--- config.mk ---
export PLATFORM = sky130hd
export DESIGN_NAME = ccr_regs
export DESIGN_NICKNAME = d
export VERILOG_FILES = /design/src/rtl/ccr_pkg.sv /design/src/rtl/ccr_regs.sv /design/src/rtl/ccr_oneshot.sv
export SDC_FILE = /design/constraint.sdc
export NUM_CORES = 1
export LEC_CHECK = 0
export BUFFER_PORTS_ARGS = -buffer_cell sky130_fd_sc_hd__buf_2
export CORE_ASPECT_RATIO = 1.4
export CORE_MARGIN = 8
export CORE_UTILIZATION = 60
export DETAILED_ROUTE_END_ITERATION = 6
export PLACE_DENSITY = 0.91
export SLEW_MARGIN = 10
export SYNTH_ARGS = -nofsm -noshare
export SYNTH_HDL_FRONTEND = slang
export SYNTH_SLANG_ARGS = --single-unit
--- constraint.sdc ---
create_clock -name CLOCK -period 10.5 [get_ports CLOCK]
set_input_delay 2.1 -clock CLOCK [delete_from_list [all_inputs] [get_ports CLOCK]]
set_output_delay 2.1 -clock CLOCK [all_outputs]
set_load 0.02 [all_outputs]
--- src/rtl/ccr_pkg.sv ---
// Purpose: Shared constants and types for the correction and startup configuration bank
// Assumes: AXI4-Lite, 32-bit data, one word per register
// Notes:   Register indices are word indices; byte address is index times four
package ccr_pkg;

   localparam int          ADDR_W           = 12;
   localparam int          DATA_W           = 32;
   localparam int          IDX_W            = 8;
   localparam int          IDX_LSB          = 2;
   localparam int          REG_W            = 16;
   localparam int          NM_LEN_W         = 4;
   localparam int          TSS_W            = 8;
   localparam int          CORR_W           = 17;
   localparam int          SUM_W            = 18;

   localparam logic [IDX_W-1:0] IDX_NM_VECTOR    = 8'h3e;
   localparam logic [IDX_W-1:0] IDX_START_SEQ    = 8'hba;
   localparam logic [IDX_W-1:0] IDX_COLDSTART    = 8'hc0;
   localparam logic [IDX_W-1:0] IDX_OFFSET_LIMIT = 8'hda;
   localparam logic [IDX_W-1:0] IDX_RATE_LIMIT   = 8'hdc;
   localparam logic [IDX_W-1:0] IDX_EXT_OFFSET   = 8'hf4;
   localparam logic [IDX_W-1:0] IDX_EXT_RATE     = 8'hf6;
   localparam logic [IDX_W-1:0] IDX_EXT_CTRL     = 8'hf8;
   localparam logic [IDX_W-1:0] IDX_STATUS       = 8'hfc;

   localparam int          BIT_OFF_EN       = 0;
   localparam int          BIT_OFF_SIGN     = 1;
   localparam int          BIT_RATE_EN      = 2;
   localparam int          BIT_RATE_SIGN    = 3;
   localparam int          BIT_LISTEN       = 16;

   localparam logic [REG_W-1:0]    RST_REG16 = 16'h0000;
   localparam logic [NM_LEN_W-1:0] RST_NM    = 4'h0;
   localparam logic [1:0]          RESP_OKAY   = 2'b00;
   localparam logic [1:0]          RESP_SLVERR = 2'b10;

   typedef struct packed {
      logic rate_sign;
      logic rate_en;
      logic off_sign;
      logic off_en;
   } ccr_ctrl_t;

   typedef struct packed {
      logic [TSS_W-1:0] rx_max;
      logic [TSS_W-1:0] tx_len;
   } ccr_tss_t;

   typedef enum logic [2:0] {
      ST_CONFIG    = 3'b001,
      ST_COLDSTART = 3'b010,
      ST_LISTEN    = 3'b100
   } ccr_state_t;

endpackage : ccr_pkg

--- src/rtl/ccr_regs.sv ---
// Purpose: Clock correction and startup configuration registers behind AXI4-Lite
// Assumes: CONFIG_ACTIVE and DOUBLE_CYCLE_START come from logic on CLOCK
// Notes:   Locked registers ignore writes outside configuration
`timescale 1ns/1ps
`default_nettype none
// Functional notes
// - 16-bit external rate correction magnitude register
// - Rate magnitude writable only in configuration
// - Bit 0 enables external offset correction
// - Offset correction applied once, then self-clears
// - Bit 1 offset sign: 0 add, 1 subtract
// - Bit 2 rate enable, applied once, self-clears
// - Bit 3 rate sign: 0 add, 1 subtract
// - Clamp internal offset correction to limit
// - Clamp internal rate correction to limit
// - Limits never restrict external correction terms
// - Count coldstart attempts against programmed maximum
// - Limit reached: listen until configuration re-entered
// - Zero limit forbids starting communication
// - Low byte: transmit start sequence length
// - High byte: receive maximum, config-locked
// - 4-bit vector length, reset zero, locked
// - 16-bit external offset correction magnitude register
module ccr_regs
   import ccr_pkg::*;
(
   input  wire logic                     CLOCK,
   input  wire logic                     RST_B,
   input  wire logic [ADDR_W-1:0]        AWADDR,
   input  wire logic                     AWVALID,
   output logic                          AWREADY,
   input  wire logic [DATA_W-1:0]        WDATA,
   input  wire logic [DATA_W/8-1:0]      WSTRB,
   input  wire logic                     WVALID,
   output logic                          WREADY,
   output logic [1:0]                    BRESP,
   output logic                          BVALID,
   input  wire logic                     BREADY,
   input  wire logic [ADDR_W-1:0]        ARADDR,
   input  wire logic                     ARVALID,
   output logic                          ARREADY,
   output logic [DATA_W-1:0]             RDATA,
   output logic [1:0]                    RRESP,
   output logic                          RVALID,
   input  wire logic                     RREADY,
   input  wire logic                     CONFIG_ACTIVE,
   input  wire logic                     DOUBLE_CYCLE_START,
   input  wire logic signed [CORR_W-1:0] INT_OFFSET_CORR,
   input  wire logic signed [CORR_W-1:0] INT_RATE_CORR,
   input  wire logic                     COLDSTART_ATTEMPT,
   input  wire logic                     VALID_RESPONSE,
   output logic signed [SUM_W-1:0]       OFFSET_CORR,
   output logic signed [SUM_W-1:0]       RATE_CORR,
   output logic                          CORR_VALID,
   output logic                          COLDSTART_ALLOWED,
   output logic                          INTEGRATION_LISTEN,
   output logic                          COMM_ALLOWED,
   output logic [TSS_W-1:0]              START_SEQ_TX_LEN,
   output logic [TSS_W-1:0]              START_SEQ_RX_MAX,
   output logic [NM_LEN_W-1:0]           NM_VECTOR_LEN
);

   // Bus handshake state
   logic                    awready_reg;
   logic                    wready_reg;
   logic                    bvalid_reg;
   logic [1:0]              bresp_reg;
   logic                    arready_reg;
   logic                    rvalid_reg;
   logic [1:0]              rresp_reg;
   logic [DATA_W-1:0]       rdata_reg;

   // Register storage
   logic [REG_W-1:0]        ext_offset_reg;
   logic [REG_W-1:0]        ext_rate_reg;
   logic [REG_W-1:0]        offset_limit_reg;
   logic [REG_W-1:0]        rate_limit_reg;
   logic [REG_W-1:0]        coldstart_limit_reg;
   ccr_tss_t                tss_reg;
   logic [NM_LEN_W-1:0]     nm_len_reg;
   ccr_ctrl_t               ctrl;
   logic                    off_sign_reg;
   logic                    rate_sign_reg;
   logic                    off_en_q;
   logic                    rate_en_q;

   // Startup tracking
   ccr_state_t              state_reg;
   ccr_state_t              state_next;
   logic [REG_W-1:0]        attempt_reg;
   logic [REG_W-1:0]        attempt_next;

   // Outputs
   logic signed [SUM_W-1:0] offset_out_reg;
   logic signed [SUM_W-1:0] rate_out_reg;
   logic                    corr_valid_reg;
   logic                    cs_allowed_reg;
   logic                    listen_reg;
   logic                    comm_reg;

   // Write decode
   wire                     wr_start   = AWVALID && WVALID && !awready_reg && !bvalid_reg;
   wire                     wr_fire    = awready_reg && wready_reg;
   wire                     wr_aligned = (AWADDR[IDX_LSB-1:0] == 2'h0)
                                         && (AWADDR[ADDR_W-1:IDX_W+IDX_LSB] == 2'h0);
   wire [IDX_W-1:0]         wr_idx     = AWADDR[IDX_W+IDX_LSB-1:IDX_LSB];
   wire                     wr_lo      = WSTRB[0];
   wire                     wr_hi      = WSTRB[1];
   wire                     wr_cfg     = wr_fire && wr_aligned && CONFIG_ACTIVE;

   wire                     sel_w_off   = wr_aligned && (wr_idx == IDX_EXT_OFFSET);
   wire                     sel_w_rate  = wr_aligned && (wr_idx == IDX_EXT_RATE);
   wire                     sel_w_ctrl  = wr_aligned && (wr_idx == IDX_EXT_CTRL);
   wire                     sel_w_olim  = wr_aligned && (wr_idx == IDX_OFFSET_LIMIT);
   wire                     sel_w_rlim  = wr_aligned && (wr_idx == IDX_RATE_LIMIT);
   wire                     sel_w_cs    = wr_aligned && (wr_idx == IDX_COLDSTART);
   wire                     sel_w_tss   = wr_aligned && (wr_idx == IDX_START_SEQ);
   wire                     sel_w_nm    = wr_aligned && (wr_idx == IDX_NM_VECTOR);
   wire                     sel_w_stat  = wr_aligned && (wr_idx == IDX_STATUS);
   wire                     wr_mapped   = sel_w_off || sel_w_rate || sel_w_ctrl || sel_w_olim
                                          || sel_w_rlim || sel_w_cs || sel_w_tss || sel_w_nm
                                          || sel_w_stat;
   wire                     ctrl_wr     = wr_fire && sel_w_ctrl && wr_lo;

   // Read decode
   wire                     rd_start   = ARVALID && !arready_reg && !rvalid_reg;
   wire                     rd_fire    = ARVALID && arready_reg;
   wire                     rd_aligned = (ARADDR[IDX_LSB-1:0] == 2'h0)
                                         && (ARADDR[ADDR_W-1:IDX_W+IDX_LSB] == 2'h0);
   wire [IDX_W-1:0]         rd_idx     = ARADDR[IDX_W+IDX_LSB-1:IDX_LSB];
   logic [DATA_W-1:0]       rd_word;
   logic                    rd_hit;

   // Reserved bits read as zero
   always_comb
   begin
      rd_word = '0;
      rd_hit  = rd_aligned;
      unique case (rd_idx)
         IDX_EXT_OFFSET:   rd_word[REG_W-1:0]    = ext_offset_reg;
         IDX_EXT_RATE:     rd_word[REG_W-1:0]    = ext_rate_reg;
         IDX_EXT_CTRL:     rd_word[NM_LEN_W-1:0] = ctrl;
         IDX_OFFSET_LIMIT: rd_word[REG_W-1:0]    = offset_limit_reg;
         IDX_RATE_LIMIT:   rd_word[REG_W-1:0]    = rate_limit_reg;
         IDX_COLDSTART:    rd_word[REG_W-1:0]    = coldstart_limit_reg;
         IDX_START_SEQ:    rd_word[REG_W-1:0]    = tss_reg;
         IDX_NM_VECTOR:    rd_word[NM_LEN_W-1:0] = nm_len_reg;
         IDX_STATUS:
         begin
            rd_word[REG_W-1:0] = attempt_reg;
            rd_word[BIT_LISTEN] = (state_reg == ST_LISTEN);
         end
         default:          rd_hit = 1'b0;
      endcase
   end

   // Write channel handshake
   always_ff @(posedge CLOCK)
   begin
      if (!RST_B)
      begin
         awready_reg <= 1'b0;
         wready_reg  <= 1'b0;
         bvalid_reg  <= 1'b0;
         bresp_reg   <= RESP_OKAY;
      end
      else
      begin
         awready_reg <= wr_start;
         wready_reg  <= wr_start;
         if (wr_fire)
         begin
            bvalid_reg <= 1'b1;
            bresp_reg  <= wr_mapped ? RESP_OKAY : RESP_SLVERR;
         end
         else if (BREADY)
            bvalid_reg <= 1'b0;
      end
   end

   // Read channel handshake
   always_ff @(posedge CLOCK)
   begin
      if (!RST_B)
      begin
         arready_reg <= 1'b0;
         rvalid_reg  <= 1'b0;
         rresp_reg   <= RESP_OKAY;
         rdata_reg   <= '0;
      end
      else
      begin
         arready_reg <= rd_start;
         if (rd_fire)
         begin
            rvalid_reg <= 1'b1;
            rresp_reg  <= rd_hit ? RESP_OKAY : RESP_SLVERR;
            rdata_reg  <= rd_word;
         end
         else if (RREADY)
            rvalid_reg <= 1'b0;
      end
   end

   // Configuration-locked registers
   always_ff @(posedge CLOCK)
   begin
      if (!RST_B)
      begin
         ext_offset_reg      <= RST_REG16;
         ext_rate_reg        <= RST_REG16;
         offset_limit_reg    <= RST_REG16;
         rate_limit_reg      <= RST_REG16;
         coldstart_limit_reg <= RST_REG16;
         tss_reg             <= RST_REG16;
         nm_len_reg          <= RST_NM;
      end
      else if (wr_cfg)
      begin
         if (sel_w_off && wr_lo) ext_offset_reg[7:0]       <= WDATA[7:0];
         if (sel_w_off && wr_hi) ext_offset_reg[15:8]      <= WDATA[15:8];
         if (sel_w_rate && wr_lo) ext_rate_reg[7:0]        <= WDATA[7:0];
         if (sel_w_rate && wr_hi) ext_rate_reg[15:8]       <= WDATA[15:8];
         if (sel_w_olim && wr_lo) offset_limit_reg[7:0]    <= WDATA[7:0];
         if (sel_w_olim && wr_hi) offset_limit_reg[15:8]   <= WDATA[15:8];
         if (sel_w_rlim && wr_lo) rate_limit_reg[7:0]      <= WDATA[7:0];
         if (sel_w_rlim && wr_hi) rate_limit_reg[15:8]     <= WDATA[15:8];
         if (sel_w_cs && wr_lo) coldstart_limit_reg[7:0]   <= WDATA[7:0];
         if (sel_w_cs && wr_hi) coldstart_limit_reg[15:8]  <= WDATA[15:8];
         if (sel_w_tss && wr_lo) tss_reg.tx_len            <= WDATA[7:0];
         if (sel_w_tss && wr_hi) tss_reg.rx_max            <= WDATA[15:8];
         if (sel_w_nm && wr_lo) nm_len_reg                 <= WDATA[NM_LEN_W-1:0];
      end
   end

   // Sign bits: plain read-write at any time
   always_ff @(posedge CLOCK)
   begin
      if (!RST_B)
      begin
         off_sign_reg  <= 1'b0;
         rate_sign_reg <= 1'b0;
      end
      else if (ctrl_wr)
      begin
         off_sign_reg  <= WDATA[BIT_OFF_SIGN];
         rate_sign_reg <= WDATA[BIT_RATE_SIGN];
      end
   end

   // Enable bits: set by host, cleared once applied
   ccr_oneshot u_off_en
   (
      .clk      (CLOCK),
      .rst_b    (RST_B),
      .host_wr  (ctrl_wr),
      .host_bit (WDATA[BIT_OFF_EN]),
      .hw_clr   (DOUBLE_CYCLE_START),
      .q        (off_en_q)
   );

   ccr_oneshot u_rate_en
   (
      .clk      (CLOCK),
      .rst_b    (RST_B),
      .host_wr  (ctrl_wr),
      .host_bit (WDATA[BIT_RATE_EN]),
      .hw_clr   (DOUBLE_CYCLE_START),
      .q        (rate_en_q)
   );

   assign ctrl = {rate_sign_reg, rate_en_q, off_sign_reg, off_en_q};

   // Bound an internal term to plus or minus the limit
   function automatic logic signed [CORR_W-1:0] clamp(input logic signed [CORR_W-1:0] v,
                                                      input logic [REG_W-1:0] lim);
      logic signed [CORR_W-1:0] hi;
      hi = signed'({1'b0, lim});
      if (v > hi)
         clamp = hi;
      else if (v < -hi)
         clamp = -hi;
      else
         clamp = v;
   endfunction : clamp

   wire signed [CORR_W-1:0] off_int_clamped  = clamp(INT_OFFSET_CORR, offset_limit_reg);
   wire signed [CORR_W-1:0] rate_int_clamped = clamp(INT_RATE_CORR, rate_limit_reg);
   wire signed [SUM_W-1:0]  off_ext  = signed'({2'b00, ext_offset_reg});
   wire signed [SUM_W-1:0]  rate_ext = signed'({2'b00, ext_rate_reg});
   wire signed [SUM_W-1:0]  off_ext_term  = !ctrl.off_en ? '0
                                            : (ctrl.off_sign ? -off_ext : off_ext);
   wire signed [SUM_W-1:0]  rate_ext_term = !ctrl.rate_en ? '0
                                            : (ctrl.rate_sign ? -rate_ext : rate_ext);
   // External terms join after the clamp
   wire signed [SUM_W-1:0]  off_sum  = SUM_W'(off_int_clamped) + off_ext_term;
   wire signed [SUM_W-1:0]  rate_sum = SUM_W'(rate_int_clamped) + rate_ext_term;

   always_ff @(posedge CLOCK)
   begin
      if (!RST_B)
      begin
         offset_out_reg <= '0;
         rate_out_reg   <= '0;
         corr_valid_reg <= 1'b0;
      end
      else
      begin
         corr_valid_reg <= DOUBLE_CYCLE_START;
         if (DOUBLE_CYCLE_START)
         begin
            offset_out_reg <= off_sum;
            rate_out_reg   <= rate_sum;
         end
      end
   end

   // Coldstart attempt tracking
   wire limit_hit = (attempt_reg + 16'h0001) >= coldstart_limit_reg;

   always_comb
   begin
      state_next   = state_reg;
      attempt_next = attempt_reg;
      unique case (state_reg)
         ST_CONFIG:
         begin
            attempt_next = '0;
            if (!CONFIG_ACTIVE)
               state_next = (coldstart_limit_reg == '0) ? ST_LISTEN : ST_COLDSTART;
         end
         ST_COLDSTART:
         begin
            if (CONFIG_ACTIVE)
               state_next = ST_CONFIG;
            else if (VALID_RESPONSE)
               attempt_next = '0;
            else if (COLDSTART_ATTEMPT)
            begin
               attempt_next = attempt_reg + 16'h0001;
               if (limit_hit)
                  state_next = ST_LISTEN;
            end
         end
         ST_LISTEN:
         begin
            if (CONFIG_ACTIVE)
               state_next = ST_CONFIG;
         end
         default:
         begin
            state_next   = ST_CONFIG;
            attempt_next = '0;
         end
      endcase
   end

   always_ff @(posedge CLOCK)
   begin
      if (!RST_B)
      begin
         state_reg      <= ST_CONFIG;
         attempt_reg    <= '0;
         cs_allowed_reg <= 1'b0;
         listen_reg     <= 1'b0;
         comm_reg       <= 1'b0;
      end
      else
      begin
         state_reg      <= state_next;
         attempt_reg    <= attempt_next;
         cs_allowed_reg <= (state_next == ST_COLDSTART);
         listen_reg     <= (state_next == ST_LISTEN);
         comm_reg       <= (coldstart_limit_reg != '0);
      end
   end

   assign AWREADY            = awready_reg;
   assign WREADY             = wready_reg;
   assign BVALID             = bvalid_reg;
   assign BRESP              = bresp_reg;
   assign ARREADY            = arready_reg;
   assign RVALID             = rvalid_reg;
   assign RRESP              = rresp_reg;
   assign RDATA              = rdata_reg;
   assign OFFSET_CORR        = offset_out_reg;
   assign RATE_CORR          = rate_out_reg;
   assign CORR_VALID         = corr_valid_reg;
   assign COLDSTART_ALLOWED  = cs_allowed_reg;
   assign INTEGRATION_LISTEN = listen_reg;
   assign COMM_ALLOWED       = comm_reg;
   assign START_SEQ_TX_LEN   = tss_reg.tx_len;
   assign START_SEQ_RX_MAX   = tss_reg.rx_max;
   assign NM_VECTOR_LEN      = nm_len_reg;
endmodule : ccr_regs
`default_nettype wire

--- src/rtl/ccr_oneshot.sv ---
// Purpose: Host-set, hardware-cleared request bit
// Assumes: Same clock as the register bank
// Notes:   A host write in the clearing cycle wins
`timescale 1ns/1ps
`default_nettype none
module ccr_oneshot
   import ccr_pkg::*;
(
   input  wire logic clk,
   input  wire logic rst_b,
   input  wire logic host_wr,
   input  wire logic host_bit,
   input  wire logic hw_clr,
   output logic      q
);

   logic q_reg;
   logic q_next;

   // Host write first, then the automatic clear
   assign q_next = host_wr ? host_bit : (hw_clr ? 1'b0 : q_reg);

   always_ff @(posedge clk)
   begin
      if (!rst_b)
         q_reg <= 1'b0;
      else
         q_reg <= q_next;
   end

   assign q = q_reg;

endmodule : ccr_oneshot
`default_nettype wire

==> summary.md, run 1 <==
| Metric | Value |
|---|---|
| Diode count | 0 |
| CTS resizes | 0 |
| Post-layout min period | 7.21 ns |
| Leak | 6.35 nW |
| Final-report hold violation count | 0 |
| CTS clk-pin slew, worst paths | 0.08 ns |
| PortBufs | 170 |
| Final Max Tran Viols | 0 |
| GRT overflow | 0 |
| Routed WL | 43.4 mm |
| DRC violations left | 1 |
| CP Launch Point | rate_limit_reg[1]$_SDFFE_PN0P_ |
| First-pass GRT wire length | 68.3 mm |
| Crit end category | register |
| Clock sinks | 186 |
| Clk_skew | 0.0107 ns |
| Hold slack | 0.452 ns |
| Pwr/cell area | 103 nW/um2 |
| Fill cell count | 1,853 |
| Status | complete, but fails checks |
| TNS Setup | 0 ns |
| Post-CTS Setup Bufs | 0 |
| Die Span X | 145 um |
| Unrepaired setup endpoints after global routing | false |
| Critical path class | register to register |
| Die area | 28,400 um2 |
| CTS H-tree lvls | 4 |
| Worst slew pin tran | 1.06 ns |
| Top-Level Pins | 206 |
| Hold Crit Class | register to register |
| Most frequent cells in the layout | nor2_1, dfxtp_1, buf_2 |
| Clock root cell | clkbuf_16 |
| Fraction of layout cells with a size suffix above 1 | 13.7% |
| Post-Syn Area | 13,900 um2 |
| Max-cap violations | 0 |
| Initial DRC Count | 1,557 |
| Critical Path AT | 7.56 ns |
| Die Span Y | 196 um |
| Placer Congestion | 0.945 |
| Total track usage | 30.2% |
| Vias per std cell | 6.45 |
| Failing checks | design-rule violations |
| Starting Density | 60.3% |
| Vias in the first global route | 13,489 |
| Final nets | 2,057 |
| Clock latency on the worst-skew pair | 0.45 ns |
| Fmax | 0.139 GHz |
| Hold-fix buffers, CTS | 0 |
| Tcrit/Tclk final | 68.7% |
| CTS buffer count | 17 |
| FF-to-FF Start | rate_limit_reg[1]$_SDFFE_PN0P_ |
| Final setup viols | 0 |
| Worst-path fanout max | 31 |
| Hold Startpoint | BVALID$_SDFFE_PN0P_ |
| Num rows | 66 |
| Syn Inst Count | 1,717 |
| Core area | 23,000 um2 |
| CTS max path bufs | 2 |
| Crit path launch type | register |
| ANT nets after route | 0 |
| Synth Flop Type | dfxtp_1 |
| Data required, critical path | 10.84 ns |
| CTS tree | built |
| Number of synthesized flops with an enable pin | 0 |
| Sequential share of the synthesized area | 26.8% |
| Antenna violations before repair | 1 |
| Routed via count | 13,858 |
| Yosys cell types | 86 |
| VDD IR max | 128 uV |
| Yosys warning total | 0 |
| Largest net degree at the start of global routing | 104 |
| Max-slew headroom | 29.3% |
| Drt first pass iters | 7 |
| Post-Syn Area per Cell | 8.10 um2 |
| Async S/R FF share, synth | 0% |
| Commonest non-fill, non-tap cell in the layout | nor2_1 |
| Area Growth Syn to Fin | 10.5% |
| Avg WL per Cell | 20.2 um |
| Yosys reg bits | 186 |
| Final HPWL DP | 33.7 mm |
==> power breakdown <==
| part | switching (mW) | internal [mW] | total, mW |
|---|---|---|---|
| Clock | 0.325 | 0.326 | 0.651 |
| Combinational | 0.139 | 0.0757 | 0.215 |
| Sequential | 0.00648 | 0.715 | 0.721 |
| Total | 0.471 | 1.12 | 1.59 |
==> Yosys cell counts (all sizes together) (16+ instances only) <==
| cell type | instances | share of area [%] |
|---|---|---|
| a211oi | 16 | 0.86 |
| a21o | 23 | 1.2 |
| a21oi | 102 | 3.7 |
| a222oi | 30 | 2.2 |
| a22oi | 18 | 1.0 |
| a31oi | 18 | 0.81 |
| and2 | 34 | 1.5 |
| and3 | 19 | 0.89 |
| buf | 33 | 1.7 |
| clkbuf | 68 | 1.8 |
| dfxtp | 186 | 27 |
| ha | 119 | 11 |
| inv | 74 | 2.0 |
| mux2i | 124 | 8.9 |
| nand2 | 91 | 2.5 |
| nand3 | 50 | 1.8 |
| nand4 | 24 | 1.1 |
| nor2 | 229 | 6.3 |
| nor2b | 18 | 0.81 |
| nor3 | 56 | 2.4 |
| nor4 | 17 | 0.90 |
| o21ai | 93 | 3.4 |
| o31ai | 16 | 0.86 |
| or3 | 18 | 1.0 |
| xnor2 | 71 | 4.5 |
| xor2 | 16 | 1.0 |
==> worst max-delay path: stages, from the launching register on <==
cell	delay (ns)
dfxtp_1	0.47
inv_1	0.19
ha_1	0.26
nor3b_4	0.29
nand3_1	0.20
nor3_1	0.50
nand3_1	0.26
nor3_1	0.36
xnor2_1	0.17
ha_1	0.26
a2111oi_0	0.47
nand2_1	0.15
o311ai_0	0.47
nor2_1	0.08
buf_4	0.25
o31a_1	0.26
o21ai_0	0.38
ha_1	0.31
o21ai_0	0.14
or2_2	0.30
o31ai_1	0.50
o2111ai_1	0.27
a21o_1	0.22
a21oi_1	0.13
o21ai_0	0.09
o311ai_0	0.09
==> metal layers <==
metal | GRT usage (%) | up-vias | part of all wire, %
met4 | 20.5 | 2 | 6.8
met2 | 51.2 | 755 | 48
met5 | 0 | - | 0.028
met3 | 5.91 | 191 | 8.8
met1 | 33.2 | 6463 | 36
li1 | - | 6447 | -
==> final timing paths <==
check                                             endpoint  slack, ns  cells past startpoint
worst max-delay path            RATE_CORR[17]$_SDFFE_PN0P_       3.29                     25
worst max register to register  RATE_CORR[17]$_SDFFE_PN0P_       3.29                     25
worst min register to register           WREADY$_SDFF_PN0_       0.45                      1
worst min-delay path                     WREADY$_SDFF_PN0_       0.45                      1
==> layout make-up <==
cell class                      instances  area (um2)  area share (%)
Multi-Input combinational cell       1369        9440            61.5
Sequential cell                       186        3720            24.2
Timing Repair Buffer                  182         941            6.12
Clock buffer                           19         443            2.88
Tap cell                              306         383            2.49
Inverter                               75         284            1.85
Clock inverter                         13         148           0.961
==> cell families after synthesis <==
group / count (synthesis) / share of synthesized area [%]
flip-flops: 186 / 26.8
other: 1 / 0.0270
buffers and inverters: 178 / 5.72
AND/OR/NAND/NOR: 611 / 22.5
adder cells (fa/ha/maj): 121 / 11.0
XOR/XNOR: 87 / 5.48
AO/OA/AOI/OAI: 408 / 19.5
multiplexers: 125 / 9.01
==> metrics by stage <==
stage               utilization (%)  power [mW]  instances  setup WS (ns)  instance area [um2]
floorplan                         -       0.882       1733           4.22                14000
global route                   66.7        1.64       2150           2.69                15400
CTS                            66.7        1.58       2150           3.49                15400
finish                         66.7        1.59       2150           3.29                15400
global placement               64.1       0.942       2118           3.77                14800
detailed placement             64.1       0.949       2118           3.53                14800
No activity file was read; power rests on OpenSTA's default activity.
==> inputs of run 2 (changes only) <==
CORE_UTILIZATION = 53   (was 60)
PLACE_DENSITY = 0.86   (was 0.91)
clock period = 6.52 ns   (was 10.5 ns; I/O delays follow)
==> run 2 against run 1 <==
The flow still finishes with violations (design-rule violations). Clock-buffer cell count shrank 1. Global-route usage shrank 2.7 points. Hold slack gained 0.0060 ns. Final area grew 2.0%. Sequential cell count is the same.
==> summary.md, run 2 (synthesis results as in run 1) <==
| Metric | Value |
|---|---|
| Hold slack | 0.458 ns (was 0.452 ns) |
| CTS max path bufs | 2 (unchanged) |
| Worst reg-to-reg setup slack | 0.30 ns (was 3.29 ns) |
| Final HPWL DP | 34.6 mm (was 33.7 mm) |
| Levels on crit path | 23 (was 25) |
| Top-Level Pins | 206 (unchanged) |
| Post-layout min period | 6.22 ns (was 7.21 ns) |
| CTS H-tree lvls | 4 (unchanged) |
| CP bufs+invs | 0 (was 2) |
| Vias in the first global route | 13,733 (was 13,489) |
| Die area | 31,700 um2 (was 28,400 um2) |
| Most frequent cells in the layout | nor2_1, dfxtp_1, buf_2 (unchanged) |
| CTS tree | built (unchanged) |
| Routed via count | 13,960 (was 13,858) |
| Worst-path fanout max | 5 (was 31) |
| Worst R2R End | OFFSET_CORR[17]$_SDFFE_PN0P_ (was RATE_CORR[17]$_SDFFE_PN0P_) |
| Clock latency on the worst-skew pair | 0.44 ns (was 0.45 ns) |
| Worst setup margin | 0.304 ns (was 3.29 ns) |
| Final nets | 2,082 (was 2,057) |
| Post-route cell area | 15,700 um2 (was 15,400 um2) |
| Crit path launch type | register (unchanged) |
| Final Max Tran Viols | 0 (unchanged) |
| Worst path slowest cell | or4b_1 (was nor3_1) |
| Antenna violations before repair | 1 (unchanged) |
| Critical path class | register to register (unchanged) |
| Tcrit/Tclk final | 95.3% (was 68.7%) |
| Commonest non-fill, non-tap cell in the layout | nor2_1 (unchanged) |
| Area Growth Syn to Fin | 12.8% (was 10.5%) |
| Routed WL | 45.1 mm (was 43.4 mm) |
| Dpl ws | 0.189 ns (was 3.53 ns) |
| Die Span Y | 208 um (was 196 um) |
| ANT nets after route | 0 (unchanged) |
| Clock root cell | clkbuf_16 (unchanged) |
| Fill cell count | 2,280 (was 1,853) |
| Placer Congestion | 0.999 (was 0.945) |
| Hold-fix buffers, CTS | 0 (unchanged) |
| Critical Path AT | 6.60 ns (was 7.56 ns) |
| CTS buffer count | 17 (unchanged) |
| Crit end category | register (unchanged) |
| CP Launch Point | offset_limit_reg[4]$_SDFFE_PN0P_ (was rate_limit_reg[1]$_SDFFE_PN0P_) |
| Clk_skew | 0.00864 ns (was 0.0107 ns) |
| Final setup viols | 0 (unchanged) |
| Failing checks | design-rule violations (unchanged) |
| CP dominant cell by count | or3_4 |
| Total track usage | 27.5% (was 30.2%) |
| Diode count | 0 (unchanged) |
| Drt first pass iters | 7 (unchanged) |
| Fraction of layout cells with a size suffix above 1 | 15.3% (was 13.7%) |
| Starting Density | 53.6% (was 60.3%) |
| Status | complete, but fails checks (unchanged) |
| Area after DPL | 15,000 um2 (was 14,800 um2) |
| Leak | 6.51 nW (was 6.35 nW) |
| Pwr/cell area | 168 nW/um2 (was 103 nW/um2) |
| DRC violations left | 23 (was 1) |
| Max stage delay on crit path | 0.59 ns (was 0.50 ns) |
| CP Cell Sequence | nor3_4 > nand4_2 > or3_4 > or3_4 > or3_4 > xnor2_1 > ha_1 > o21ai_0 > a21oi_1 > or4b_1 > o21a_1 > mux2i_1 > nor2_1 > a21o_1 > ha_1 > a211oi_2 > o21ai_0 > nand3_1 > o2111ai_1 > a311o_1 > a2111oi_0 > nand3_1 > nand3b_1 |
| Crit path max-delay family | simple AND/OR/NAND/NOR gates (was compound AO/OA/AOI/OAI gates) |
| Avg WL per Cell | 20.6 um (was 20.2 um) |
| Clock sinks | 186 (unchanged) |
| R2R depth | 23 (was 25) |
| Hold Crit Class | register to register (unchanged) |
| Worst Hold Depth | 1 (unchanged) |
| Final-report hold violation count | 0 (unchanged) |
| First-pass GRT wire length | 71.1 mm (was 68.3 mm) |
| VDD IR max | 201 uV (was 128 uV) |
| Largest net degree at the start of global routing | 97 (was 104) |
| CTS clk-pin slew, worst paths | 0.07 ns (was 0.08 ns) |
| Initial DRC Count | 1,440 (was 1,557) |
| FF-to-FF Start | offset_limit_reg[4]$_SDFFE_PN0P_ (was rate_limit_reg[1]$_SDFFE_PN0P_) |
| Core area | 25,900 um2 (was 23,000 um2) |
| Data required, critical path | 6.91 ns (was 10.84 ns) |
| GRT overflow | 0 (unchanged) |
| Fmax | 0.161 GHz (was 0.139 GHz) |
| Worst slew pin tran | 1.15 ns (was 1.06 ns) |
| TNS Setup | 0 ns (unchanged) |
| PortBufs | 170 (unchanged) |
| Vias per std cell | 6.37 (was 6.45) |
| Die Span X | 153 um (was 145 um) |
| Max-slew headroom | 23.5% (was 29.3%) |
| Num rows | 70 (was 66) |
| Max-cap violations | 0 (unchanged) |
| CP endpoint | OFFSET_CORR[17]$_SDFFE_PN0P_ (was RATE_CORR[17]$_SDFFE_PN0P_) |
==> run 2: cell type report <==
type	count	area (um2)	area share [%]
flip-flops and latches	186	3720	23.8
inverters	75	284	1.81
clock inverters	13	178	1.13
well taps	324	405	2.59
clock buffers	18	439	2.80
repair buffers	207	1140	7.30
multi-input cells	1369	9500	60.6
==> run 2: worst reg2reg max path, cell delays in order, from the launching register on <==
cell	delay, ns
dfxtp_1	0.40
nor3_4	0.32
nand4_2	0.19
or3_4	0.39
or3_4	0.36
or3_4	0.37
xnor2_1	0.14
ha_1	0.31
o21ai_0	0.09
a21oi_1	0.06
or4b_1	0.59
o21a_1	0.30
mux2i_1	0.25
nor2_1	0.09
a21o_1	0.19
ha_1	0.33
a211oi_2	0.26
o21ai_0	0.19
nand3_1	0.11
o2111ai_1	0.20
a311o_1	0.35
a2111oi_0	0.42
nand3_1	0.15
nand3b_1	0.10
==> run 2: power by group <==
| group | internal [mW] | switching, mW | total (mW) |
|---|---|---|---|
| clock | 0.623 | 0.486 | 1.11 |
| combinational | 0.127 | 0.230 | 0.358 |
| sequential | 1.15 | 0.0110 | 1.16 |
| total | 1.90 | 0.727 | 2.63 |
==> run 2: how the worst min path moves through the flow <==
stage	from	to	slack, ns
global route	BVALID$_SDFFE_PN0P_	WREADY$_SDFF_PN0_	0.48
finish	BVALID$_SDFFE_PN0P_	WREADY$_SDFF_PN0_	0.46
floorplan	attempt_reg[15]$_SDFFE_PN0P_	attempt_reg[15]$_SDFFE_PN0P_	0.49
detailed placement	BVALID$_SDFFE_PN0P_	WREADY$_SDFF_PN0_	0.44
global placement	BVALID$_SDFFE_PN0P_	WREADY$_SDFF_PN0_	0.43
CTS	BVALID$_SDFFE_PN0P_	WREADY$_SDFF_PN0_	0.45
==> run 2: routing by layer <==
layer  wire [um]  global-route usage [%]
met4        3350                    20.0
met5          13                       0
met1       16600                    29.8
met2       21200                    46.6
met3        3910                    6.33
==> run 2: timing repair <==
action,CTS,global route
hold endpoints to repair,0,0
resized for setup,0,16
setup endpoints to repair,0,17
setup buffers,0,6
==> run 2: per-stage QoR <==
step           power [mW]  cells  util, %
3_3_place_gp         1.53   2155     57.7
3_5_place_dp         1.53   2155     57.7
5_1_grt              2.71   2192     60.5
2_1_floorplan        1.42   1733        -
6_report             2.63   2192     60.5
4_1_cts              2.63   2186     60.0
